File: config.mk
export PLATFORM = sky130hd
export DESIGN_NAME = gpoc_top
export DESIGN_NICKNAME = d
export VERILOG_FILES = /design/src/core/gpoc_pkg.sv /design/src/core/gpoc_top.sv
export SDC_FILE = /design/constraint.sdc
export NUM_CORES = 1
export LEC_CHECK = 0
export ABC_AREA = 1
export BUFFER_PORTS_ARGS = -buffer_cell sky130_fd_sc_hd__buf_2
export CORE_ASPECT_RATIO = 0.75
export CORE_MARGIN = 3
export CORE_UTILIZATION = 30
export CTS_CLUSTER_DIAMETER = 150
export CTS_CLUSTER_SIZE = 40
export DETAILED_ROUTE_END_ITERATION = 7
export GPL_ROUTABILITY_DRIVEN = 0
export PLACE_DENSITY = 0.51
export SKIP_LAST_GASP = 1
export SYNTH_ARGS = -nofsm -noshare
export SYNTH_HDL_FRONTEND = slang
export SYNTH_SLANG_ARGS = --single-unit
export TNS_END_PERCENT = 5
File: constraint.sdc
create_clock -name pclk -period 2.9 [get_ports pclk]
set_clock_uncertainty 0.1 [all_clocks]
set_input_delay 0.58 -clock pclk [delete_from_list [all_inputs] [get_ports pclk]]
set_output_delay 0.58 -clock pclk [all_outputs]
set_load 0.02 [all_outputs]
File: src/core/gpoc_pkg.sv
package gpoc_pkg;

  // register indices; byte address is four times the index
  localparam logic [7:0] IDX_CONFIG = 8'h4d;
  localparam logic [7:0] IDX_LEVELS = 8'h4e;
  localparam logic [7:0] IDX_PWM0_LOW = 8'h4f;
  localparam int ADDR_W = 12;
  localparam int IDX_LSB = 2;

  localparam int NUM_PINS = 5;
  localparam int DATA_W = 16;
  localparam int BUS_W = 32;

  // reset values
  localparam logic [15:0] CONFIG_RESET = 16'h0000;
  localparam logic [15:0] LEVELS_RESET = 16'h0000;
  localparam logic [15:0] PWM0_LOW_RESET = 16'h007f;

  // writable bits of the config register: bit 15 and bit 1 are reserved
  localparam logic [15:0] CONFIG_WMASK = 16'h7ffd;

  // pin numbers carrying an internal function
  localparam int PIN_MHD = 0;
  localparam int PIN_FAULT = 2;
  localparam int PIN_OCA = 3;
  localparam int PIN_OCB = 4;

  // pwm tick lengths in modulator clocks, minus one
  localparam logic [9:0] TICK_16_M1 = 10'h00f;
  localparam logic [9:0] TICK_64_M1 = 10'h03f;
  localparam logic [9:0] TICK_256_M1 = 10'h0ff;
  localparam logic [9:0] TICK_1024_M1 = 10'h3ff;

  localparam logic [1:0] TB_16 = 2'h0;
  localparam logic [1:0] TB_64 = 2'h1;
  localparam logic [1:0] TB_256 = 2'h2;

  localparam logic [6:0] COUNT_ONE = 7'h01;
  localparam logic [6:0] COUNT_ZERO = 7'h00;
  localparam logic [9:0] TICK_ZERO = 10'h000;
  localparam logic [9:0] TICK_ONE = 10'h001;

  // direction, source and format bits of the config register
  typedef struct packed {
    logic reserved_hi;
    logic [4:0] format;
    logic [4:0] direction;
    logic [4:0] source_select; // bit 1 reserved
  } gpoc_config_t;

  // pin-0 low-level pwm timing
  typedef struct packed {
    logic [1:0] tick_select;
    logic [6:0] high_count;
    logic [6:0] low_count;
  } gpoc_pwm_t;

  // one-hot pwm phase
  typedef enum logic [1:0] {
    PWM_HIGH = 2'b01,
    PWM_LOW = 2'b10
  } gpoc_phase_t;

endpackage

File: src/core/gpoc_top.sv
`timescale 1ns/1ps
// How it works
// - direction bits 9:5 for pins 4..0; 1 output, 0 input; reset 0
// - pin 4 output: select 0 gives overcurrent flag b, 1 gives gpio path
// - pin 3 output: select 0 gives overcurrent flag a, 1 gives gpio path
// - pin 2 output: select 0 gives fault, 1 gives gpio path
// - pin 0 output: select 0 gives missing host detect; pin 1 no select
// - config bit 1 reserved, ignores writes, reads zero
// - level bits 4:0 set the driven level on gpio outputs; reset 0
// - level bit ignored when pin is input or runs its function
// - level bits 15:5 plain read/write storage, reset 0, no effect
// - pin-0 pwm register: tick select 15:14, high 13:7, low 6:0
// - tick select picks 16, 64, 256 or 1024 clocks per pwm tick
// - format 0 static levels, format 1 pwm waveform from pwm_wave_ext; only pin 0 can use the timing regs
module gpoc_top (
  // apb slave
  input wire logic pclk,
  input wire logic presetn,
  input wire logic psel,
  input wire logic penable,
  input wire logic pwrite,
  input wire logic [gpoc_pkg::ADDR_W-1:0] paddr,
  input wire logic [gpoc_pkg::BUS_W-1:0] pwdata,
  output logic [gpoc_pkg::BUS_W-1:0] prdata,
  output logic pready,
  output logic pslverr,
  // internal function sources, same clock
  input wire logic overcurrent_flag_a,
  input wire logic overcurrent_flag_b,
  input wire logic fault,
  input wire logic missing_host_detect,
  // waveforms from pwm engines outside this block
  input wire logic [gpoc_pkg::NUM_PINS-1:0] pwm_wave_ext,
  // pin drivers
  output logic [gpoc_pkg::NUM_PINS-1:0] pin_out,
  output logic [gpoc_pkg::NUM_PINS-1:0] pin_oe_n
);

  gpoc_pkg::gpoc_config_t config_q;
  logic [gpoc_pkg::DATA_W-1:0] levels_q;
  gpoc_pkg::gpoc_pwm_t pwm0_q;
  logic pready_q;
  logic pslverr_q;
  logic [gpoc_pkg::BUS_W-1:0] prdata_q;
  logic [gpoc_pkg::NUM_PINS-1:0] pin_out_q;
  logic [gpoc_pkg::NUM_PINS-1:0] pin_oe_n_q;

  logic [7:0] index;
  logic hit_config;
  logic hit_levels;
  logic hit_pwm0;
  logic mapped;
  logic access;
  logic do_write;
  logic [gpoc_pkg::DATA_W-1:0] rd_d;

  // word index from the byte address
  assign index = paddr[gpoc_pkg::IDX_LSB +: 8];
  assign access = psel && penable;
  // a write lands on the edge where pready is seen high
  assign do_write = access && pready_q && pwrite && !pslverr_q;

  // address decode
  always_comb begin
    hit_config = 1'b0;
    hit_levels = 1'b0;
    hit_pwm0 = 1'b0;
    if (index == gpoc_pkg::IDX_CONFIG) begin
      hit_config = 1'b1;
    end else if (index == gpoc_pkg::IDX_LEVELS) begin
      hit_levels = 1'b1;
    end else if (index == gpoc_pkg::IDX_PWM0_LOW) begin
      hit_pwm0 = 1'b1;
    end
    mapped = hit_config || hit_levels || hit_pwm0;
  end

  // read mux; reserved config bits always come back zero
  always_comb begin
    rd_d = '0;
    if (hit_config) begin
      rd_d = config_q & gpoc_pkg::CONFIG_WMASK;
    end else if (hit_levels) begin
      rd_d = levels_q;
    end else if (hit_pwm0) begin
      rd_d = pwm0_q;
    end
  end

  // one wait state: answer in the second access cycle, keeps decode off
  // the bus path
  always_ff @(posedge pclk or negedge presetn) begin
    if (!presetn) begin
      pready_q <= 1'b0;
      pslverr_q <= 1'b0;
      prdata_q <= '0;
    end else begin
      if (access && !pready_q) begin
        pready_q <= 1'b1;
        pslverr_q <= !mapped;
        prdata_q <= (pwrite || !mapped) ? '0 : {16'h0000, rd_d};
      end else begin
        pready_q <= 1'b0;
        pslverr_q <= 1'b0;
        prdata_q <= '0;
      end
    end
  end

  // direction, source select and format storage
  always_ff @(posedge pclk or negedge presetn) begin
    if (!presetn) begin
      config_q <= gpoc_pkg::CONFIG_RESET;
    end else if (do_write && hit_config) begin
      // reserved bits never take a write
      config_q <= pwdata[15:0] & gpoc_pkg::CONFIG_WMASK;
    end
  end

  // output levels plus spare bits kept only for map checking
  always_ff @(posedge pclk or negedge presetn) begin
    if (!presetn) begin
      levels_q <= gpoc_pkg::LEVELS_RESET;
    end else if (do_write && hit_levels) begin
      levels_q <= pwdata[15:0];
    end
  end

  // pin-0 pwm timing
  always_ff @(posedge pclk or negedge presetn) begin
    if (!presetn) begin
      pwm0_q <= gpoc_pkg::PWM0_LOW_RESET;
    end else if (do_write && hit_pwm0) begin
      pwm0_q <= pwdata[15:0];
    end
  end

  // pwm tick prescaler
  logic [9:0] tick_cnt_q;
  logic [9:0] tick_last;
  logic tick;
  logic pwm0_on;

  always_comb begin
    if (pwm0_q.tick_select == gpoc_pkg::TB_16) begin
      tick_last = gpoc_pkg::TICK_16_M1;
    end else if (pwm0_q.tick_select == gpoc_pkg::TB_64) begin
      tick_last = gpoc_pkg::TICK_64_M1;
    end else if (pwm0_q.tick_select == gpoc_pkg::TB_256) begin
      tick_last = gpoc_pkg::TICK_256_M1;
    end else begin
      tick_last = gpoc_pkg::TICK_1024_M1;
    end
  end

  assign pwm0_on = config_q.format[gpoc_pkg::PIN_MHD];
  assign tick = (tick_cnt_q >= tick_last);

  // prescaler restarts while pwm is off so the first period is whole
  always_ff @(posedge pclk or negedge presetn) begin
    if (!presetn) begin
      tick_cnt_q <= gpoc_pkg::TICK_ZERO;
    end else if (!pwm0_on || tick) begin
      tick_cnt_q <= gpoc_pkg::TICK_ZERO;
    end else begin
      tick_cnt_q <= tick_cnt_q + gpoc_pkg::TICK_ONE;
    end
  end

  // pwm phase machine: high for high_count ticks, then low_count ticks
  gpoc_pkg::gpoc_phase_t phase_q;
  logic [6:0] phase_cnt_q;
  logic [6:0] phase_next;
  logic pwm0_wave;

  assign phase_next = phase_cnt_q + gpoc_pkg::COUNT_ONE;

  always_ff @(posedge pclk or negedge presetn) begin
    if (!presetn) begin
      phase_q <= gpoc_pkg::PWM_HIGH;
      phase_cnt_q <= gpoc_pkg::COUNT_ZERO;
    end else if (!pwm0_on) begin
      phase_q <= gpoc_pkg::PWM_HIGH;
      phase_cnt_q <= gpoc_pkg::COUNT_ZERO;
    end else begin
      case (phase_q)
        gpoc_pkg::PWM_HIGH: begin
          // a zero count skips the phase at once
          if (pwm0_q.high_count == gpoc_pkg::COUNT_ZERO) begin
            phase_q <= gpoc_pkg::PWM_LOW;
            phase_cnt_q <= gpoc_pkg::COUNT_ZERO;
          end else if (tick) begin
            if (phase_next >= pwm0_q.high_count) begin
              phase_q <= gpoc_pkg::PWM_LOW;
              phase_cnt_q <= gpoc_pkg::COUNT_ZERO;
            end else begin
              phase_cnt_q <= phase_next;
            end
          end
        end
        gpoc_pkg::PWM_LOW: begin
          if (pwm0_q.low_count == gpoc_pkg::COUNT_ZERO) begin
            phase_q <= gpoc_pkg::PWM_HIGH;
            phase_cnt_q <= gpoc_pkg::COUNT_ZERO;
          end else if (tick) begin
            if (phase_next >= pwm0_q.low_count) begin
              phase_q <= gpoc_pkg::PWM_HIGH;
              phase_cnt_q <= gpoc_pkg::COUNT_ZERO;
            end else begin
              phase_cnt_q <= phase_next;
            end
          end
        end
        default: begin
          phase_q <= gpoc_pkg::PWM_HIGH;
          phase_cnt_q <= gpoc_pkg::COUNT_ZERO;
        end
      endcase
    end
  end

  // local waveform; a zero low count keeps the level high for good, since
  // the phase machine still passes one clock through the skipped phase
  logic pwm0_local;
  assign pwm0_local = (pwm0_q.high_count != gpoc_pkg::COUNT_ZERO) &&
    ((phase_q == gpoc_pkg::PWM_HIGH) ||
    (pwm0_q.low_count == gpoc_pkg::COUNT_ZERO));

  // level-low code uses the local timing; level-high code comes from outside
  assign pwm0_wave = levels_q[gpoc_pkg::PIN_MHD] ?
    pwm_wave_ext[gpoc_pkg::PIN_MHD] : pwm0_local;

  // gpio path per pin: static level or pwm waveform
  logic [gpoc_pkg::NUM_PINS-1:0] gpio_path;
  logic [gpoc_pkg::NUM_PINS-1:0] func_src;
  logic [gpoc_pkg::NUM_PINS-1:0] use_func;
  logic [gpoc_pkg::NUM_PINS-1:0] drive_d;

  always_comb begin
    gpio_path = levels_q[gpoc_pkg::NUM_PINS-1:0];
    for (int i = 0; i < gpoc_pkg::NUM_PINS; i++) begin
      if (config_q.format[i]) begin
        gpio_path[i] = pwm_wave_ext[i];
      end
    end
    if (config_q.format[gpoc_pkg::PIN_MHD]) begin
      gpio_path[gpoc_pkg::PIN_MHD] = pwm0_wave;
    end
  end

  // internal functions; pin 1 has none
  always_comb begin
    func_src = '0;
    func_src[gpoc_pkg::PIN_OCB] = overcurrent_flag_b;
    func_src[gpoc_pkg::PIN_OCA] = overcurrent_flag_a;
    func_src[gpoc_pkg::PIN_FAULT] = fault;
    func_src[gpoc_pkg::PIN_MHD] = missing_host_detect;
    // select 0 picks the function; bit 1 is held zero but pin 1 ignores it
    use_func = ~config_q.source_select;
    use_func[1] = 1'b0;
    for (int i = 0; i < gpoc_pkg::NUM_PINS; i++) begin
      // level bit reaches the pin only on the gpio path
      drive_d[i] = use_func[i] ? func_src[i] : gpio_path[i];
    end
  end

  // registered pin drivers; value parked low while the pin is an input
  always_ff @(posedge pclk or negedge presetn) begin
    if (!presetn) begin
      pin_out_q <= '0;
      pin_oe_n_q <= '1;
    end else begin
      pin_oe_n_q <= ~config_q.direction;
      pin_out_q <= drive_d & config_q.direction;
    end
  end

  assign pin_out = pin_out_q;
  assign pin_oe_n = pin_oe_n_q;
  assign prdata = prdata_q;
  assign pready = pready_q;
  assign pslverr = pslverr_q;

endmodule

# Word-level counts from Yosys, hierarchy flattened
# Index checks and enable logic that the tools add are counted.
[word_totals]
register_bits = 109
in_bits = 58
word_cells = 101
out_inout_bits = 44
[op_classes]
eq_ne = 11
mux = 43
reduce_logical = 24
n_addsub = 2
bitwise = 3
order_cmp = 3
[ops]
columns = ["cell", "count"]
rows = [
  ["2-to-1 mux 16 bit", 5],
  ["2-to-1 mux 7 bit", 7],
  ["2-to-1 mux 10 bit", 4],
  ["equality test 8 x 7 -> 1 bit (second input constant)", 3],
  ["2-to-1 mux 1 bit", 18],
  ["inequality test 4 bit (second input constant)", 4],
  ["greater-or-equal comparator 7 bit", 2],
  ["zero test 7 bit", 2],
  ["2-to-1 mux 2 bit", 7],
  ["case mux 7 bit (2 select lines)", 1],
  ["adder 10 x 1 -> 10 bit (second input constant)", 1],
  ["greater-or-equal comparator 10 bit", 1],
  ["inverter 5 bit", 2],
  ["logical AND 1 bit", 9],
  ["adder 7 x 1 -> 7 bit (second input constant)", 1],
  ["nonzero test 7 bit", 1],
  ["AND 5 bit", 1],
  ["logical OR 1 bit", 5],
  ["equality test 2 x 1 -> 1 bit (second input constant)", 2],
  ["equality test 2 bit (second input constant)", 2],
  ["zero test 1 bit", 4],
  ["case mux 2 bit (2 select lines)", 1],
  ["AND reduction 4 bit", 1],
  ["zero test 2 bit", 1],
  ["AND reduction 2 bit", 1],
]

# Logic depth before layout (Yosys ltp)
[depth]
depth_word = 9
ltp_mapped = 15
ltp_nobuf = 15

# Worst setup path before layout
# Ideal clock, no wire load.
[synth_timing]
kind = "reg2reg"
start = "register phase_cnt_q[0]"
end = "register phase_cnt_q[0]"
path_slack_ps = 706
setup_ps = 65
path_stages_with_launch = 15
arrival_ps = 2029
path_cell_list = "dfrtp_1 > ha_1 > nand3_1 > nand3b_1 > xnor2_1 > ha_1 > nand2_1 > inv_1 > nand2_1 > nand2_1 > nor2_1 > nand2_1 > nand2_1 > nand4_1 > nand2_1"
[synth_via]
elab_chain_len = 7
[synth_lines]
columns = ["item", "line", "text"]
rows = [
  ["start, declared", "gpoc_top.sv:172", "logic [6:0] phase_cnt_q;"],
  ["start signal, assigned", "gpoc_top.sv:181", "phase_cnt_q <= gpoc_pkg::COUNT_ZERO;"],
  ["start signal, assigned", "gpoc_top.sv:184", "phase_cnt_q <= gpoc_pkg::COUNT_ZERO;"],
  ["start signal, assigned", "gpoc_top.sv:191", "phase_cnt_q <= gpoc_pkg::COUNT_ZERO;"],
  ["adder 7 x 1 -> 7 bit *", "gpoc_top.sv:176", "assign phase_next = phase_cnt_q + gpoc_pkg::COUNT_ONE;"],
  ["greater-or-equal comparator 7 bit, on equally long branches", "gpoc_top.sv:206, gpoc_top.sv:193", ""],
  ["2-to-1 mux 7 bit, on equally long branches", "gpoc_top.sv:206, gpoc_top.sv:193", ""],
  ["2-to-1 mux 7 bit, on equally long branches", "gpoc_top.sv:205, gpoc_top.sv:192", ""],
  ["2-to-1 mux 7 bit, on equally long branches", "gpoc_top.sv:202, gpoc_top.sv:189", ""],
  ["case mux 7 bit (2 select lines) *", "gpoc_top.sv:186", "case (phase_q)"],
  ["2-to-1 mux 7 bit *", "gpoc_top.sv:182", "end else if (!pwm0_on) begin"],
]
# Mark *: on every way between the ends. The rest lies on a longest branch, timed or not. The select of a mux whose other input is x is not followed.
# A chain may end at the register's enable or synchronous reset.

# Worst setup path after layout
[layout_timing]
start = "register phase_cnt_q[0]"
end = "register phase_q[1]"
[layout_via]
elab_chain_len = 4
[layout_lines]
columns = ["item", "line", "text"]
rows = [
  ["adder 7 x 1 -> 7 bit *", "gpoc_top.sv:176", ""],
  ["greater-or-equal comparator 7 bit, on equally long branches", "gpoc_top.sv:206, gpoc_top.sv:193", ""],
  ["inequality test 4 bit (no source line)", "-", ""],
  ["AND reduction 4 bit (no source line) *", "-", ""],
  ["end signal, assigned", "gpoc_top.sv:180", "phase_q <= gpoc_pkg::PWM_HIGH;"],
  ["end signal, assigned", "gpoc_top.sv:183", "phase_q <= gpoc_pkg::PWM_HIGH;"],
  ["end signal, assigned", "gpoc_top.sv:207", "phase_q <= gpoc_pkg::PWM_HIGH;"],
  ["end, declared", "gpoc_top.sv:171", "gpoc_pkg::gpoc_phase_t phase_q;"],
]
# Mark *: on every way between the ends. The rest lies on a longest branch, timed or not.

==> metrics.md <==
| Metric | Value |
|---|---|
| WS Path Type | reg2reg |
| Antenna-violating nets left | 0 |
| Number of core rows | 39 |
| CP Capture Type | flip-flop |
| Avg Vias per Cell | around 4.6 |
| Core area | approximately 16000 sq um |
| Final worst-path cycle share | between 80% and 90% |
| Remaining DRCs | 0 |
| Ant diodes | 0 |
| Area growth, synth to finish | 16.3% |
| Max-slew violations | 0 |
| Post-CTS setup repair buffer count | 0 |
| Nature of the critical path startpoint | flip-flop |
| Drt first pass iters | 5 |
| Chip Width | approximately 150 um |
| Min Tclk post-route | approximately 2.5 ns |
| Commonest register cell after synthesis | dfrtp_1 |
| H-Tree Depth | 3 |
| Detailed Route WL | between 10000 and 15000 um |
| Mapped cell area | about 4900 sq um |
| Post-synthesis area per instance | around 8.4 sq um |
| Synthesized instance count | 584 |
| Slew Limit Headroom | between 60% and 70% |
| Peak VDD IR | 0.285 mV |
| Post-synth cell types | 35 |
| Fillers | roughly 1600 |
| Vias | 3942 |
| CTS max path bufs | 2 |
| Die area | between 15000 and 20000 sq um |
| Synth async-reset ratio | 100% |
| TritonCTS clock tree | yes |
| Hold buffers post-CTS | 0 |
| Placed insts | approximately 850 |
| Setup TNS | 0 ns |
| Final cell count without fillers | roughly 860 |
| Starting Density | approximately a third |
| DR WL/cell | 13.8 um |
| Worst Max-Slew Pin Slew | 0.598 ns |
| GR Overflow Total | 0 |
| Maxcap violations | 0 |
| Commonest non-fill, non-tap cell in the layout | nand2_1 |
| RSZ-0062 raised after global routing | false |
| Register area share after synthesis | 47.7% |
| Number of CTS-inserted buffers | 9 |
| Required @ worst endpoint | approximately 3.1 ns |
| Clk Tree Root Cell | clkbuf_16 |
| Chip height | ~120 um |
| Arr. time, crit path | between 2 and 3 ns |
| CTS clock-pin slew for the worst setup and hold paths | ~0.060 ns |
| Starting DRT DRC Count | 240 |
| Vias in the first global route | about 4000 |
| Outcome | completed |
| I/O pin cnt | 102 |
| Final setup fails | 0 |
| Hpwl dp | between 8000 and 9000 um |
| Final hold vios | 0 |
| Initial antenna violation count | 0 |
| Worst min-delay path category | in2async |
| First-pass GRT wire length | 20200 um |
| Clock sink count | just over 90 |
| Fmax | 397 MHz |
| Synth warn | 0 |
| Layout cells sized above 1 | a little over a fifth |
| #FFs+latches synth | between 90 and 100 |
| Lkg Pwr | slightly below 3 nW |
| CP max FO | 6 |
| Most frequent cells in the layout | nand2_1 (143), dfrtp_1 (80), inv_1 (79), buf_2 (64), o21ai_0 (44) |
| Post-synth EDFFs | 0 |
| Gr usage total | roughly 14% |
| Nets | 733 |
| Maximum number of pins on one net before global-route repair | 51 |
| Port Buffer Count | 65 |
| Worst skew pair latency | 0.34 ns |
| Pwr Density | between 400 and 500 nW/um^2 |
==> synth_stat cells (5+ instances only) <==
library cell | n | area, sq um
dfstp_2 | 13 | 342
o211ai_1 | 13 | 97.6
o21ai_2 | 14 | 123
nand3_1 | 13 | 65.1
inv_1 | 79 | 297
inv_2 | 7 | 26.3
xor2_1 | 5 | 43.8
nor2_1 | 40 | 150
buf_4 | 17 | 128
ha_1 | 24 | 300
nor3_1 | 9 | 45.0
a21oi_1 | 21 | 105
o21ai_0 | 44 | 220
nand2_2 | 10 | 62.6
nand4_1 | 15 | 93.8
nand2_1 | 144 | 541
dfrtp_1 | 80 | 2000
==> critical path, stage by stage (launching register included) <==
cell      delay [ns]
dfrtp_1         0.46
ha_1            0.22
nand3_1         0.12
nand3b_1        0.22
xnor2_2         0.26
ha_1            0.30
nand2_1         0.09
inv_1           0.05
nand2_1         0.06
nand2_1         0.08
a21oi_1         0.14
nand4_1         0.12
nand2_1         0.11
o21bai_1        0.07
nand2_1         0.06
==> state kept, by name, summed over array words and instances (netlist names) <==
| signal | count |
|---|---|
| config_q | 14 |
| levels_q | 16 |
| phase_cnt_q | 7 |
| phase_q | 2 |
| pin_oe_n | 5 |
| pin_out | 5 |
| prdata | 16 |
| pready | 1 |
| pslverr | 1 |
| pwm0_q | 16 |
| tick_cnt_q | 10 |
==> cells by family (layout without fill, tap and decap cells) <==
kind of cell / Yosys count / in the layout / share of synthesized area [%]
buf+inv: 114 / 171 / 10.7
xor+xnor: 7 / 7 / 1.25
fa+ha+maj: 24 / 24 / 6.12
flops: 93 / 93 / 47.7
simple gates: 243 / 243 / 21.7
other cells: 1 / 16 / 0.0764
compound gates: 102 / 102 / 12.5
==> power by group <==
part           switching, mW  leakage, nW  internal, mW
logic                 0.0822         1.51        0.0297
registers            0.00336         1.25          1.30
clock network          0.487        0.150         0.716
==> worst paths after layout <==
| path | from | to | depth (start not counted) | slack [ns] |
|---|---|---|---|---|
| worst max register to register | phase_cnt_q[0] | phase_q[1] | 14 | 0.38 |
| worst min register to register | config_q[5] | pin_oe_n[0] | 1 | 0.34 |
| min in group pclk | config_q[5] | pin_oe_n[0] | 1 | 0.34 |
| worst max-delay path | phase_cnt_q[0] | phase_q[1] | 14 | 0.38 |
| max in group asynchronous | presetn | pwm0_q[3] | 2 | 1.82 |
| worst min-delay path | presetn | pready | 1 | 0.15 |
==> metal layers <==
metal	GRT usage [%]	wire, um
met1	20.9	6230
met2	21.2	4850
met3	3.34	733
met4	3.18	102
met5	0	0
==> timing repair <==
action / CTS / global route
setup endpoints to repair: 0 / 8
resized for setup: 0 / 2
hold endpoints to repair: 0 / 0
==> through the flow <==
step / instance area (sq um) / setup WS (ns) / utilization, % / hold WS, ns / power [mW]
after floorplan: 4970 / 0.706 / - / 0.184 / 1.39
after global placement: 5390 / 0.326 / 34.5 / 0.320 / 1.44
after detailed placement: 5390 / 0.257 / 34.5 / 0.328 / 1.44
after CTS: 5700 / 0.255 / 36.5 / 0.166 / 2.65
after global routing: 5710 / 0.0902 / 36.6 / 0.197 / 2.72
final: 5710 / 0.380 / 36.6 / 0.149 / 2.62
==> final cells by class <==
type / instances / area (sq um) / share of cell area [%]
clock buffers: 13 / 260 / 4.56
inverters: 87 / 332 / 5.81
repair buffers: 68 / 363 / 6.36
multi-input cells: 392 / 2110 / 37.0
flip-flops and latches: 93 / 2340 / 41.1
well taps: 205 / 256 / 4.49
clock inverters: 3 / 43.8 / 0.767
No activity file was read; power rests on OpenSTA's default activity.
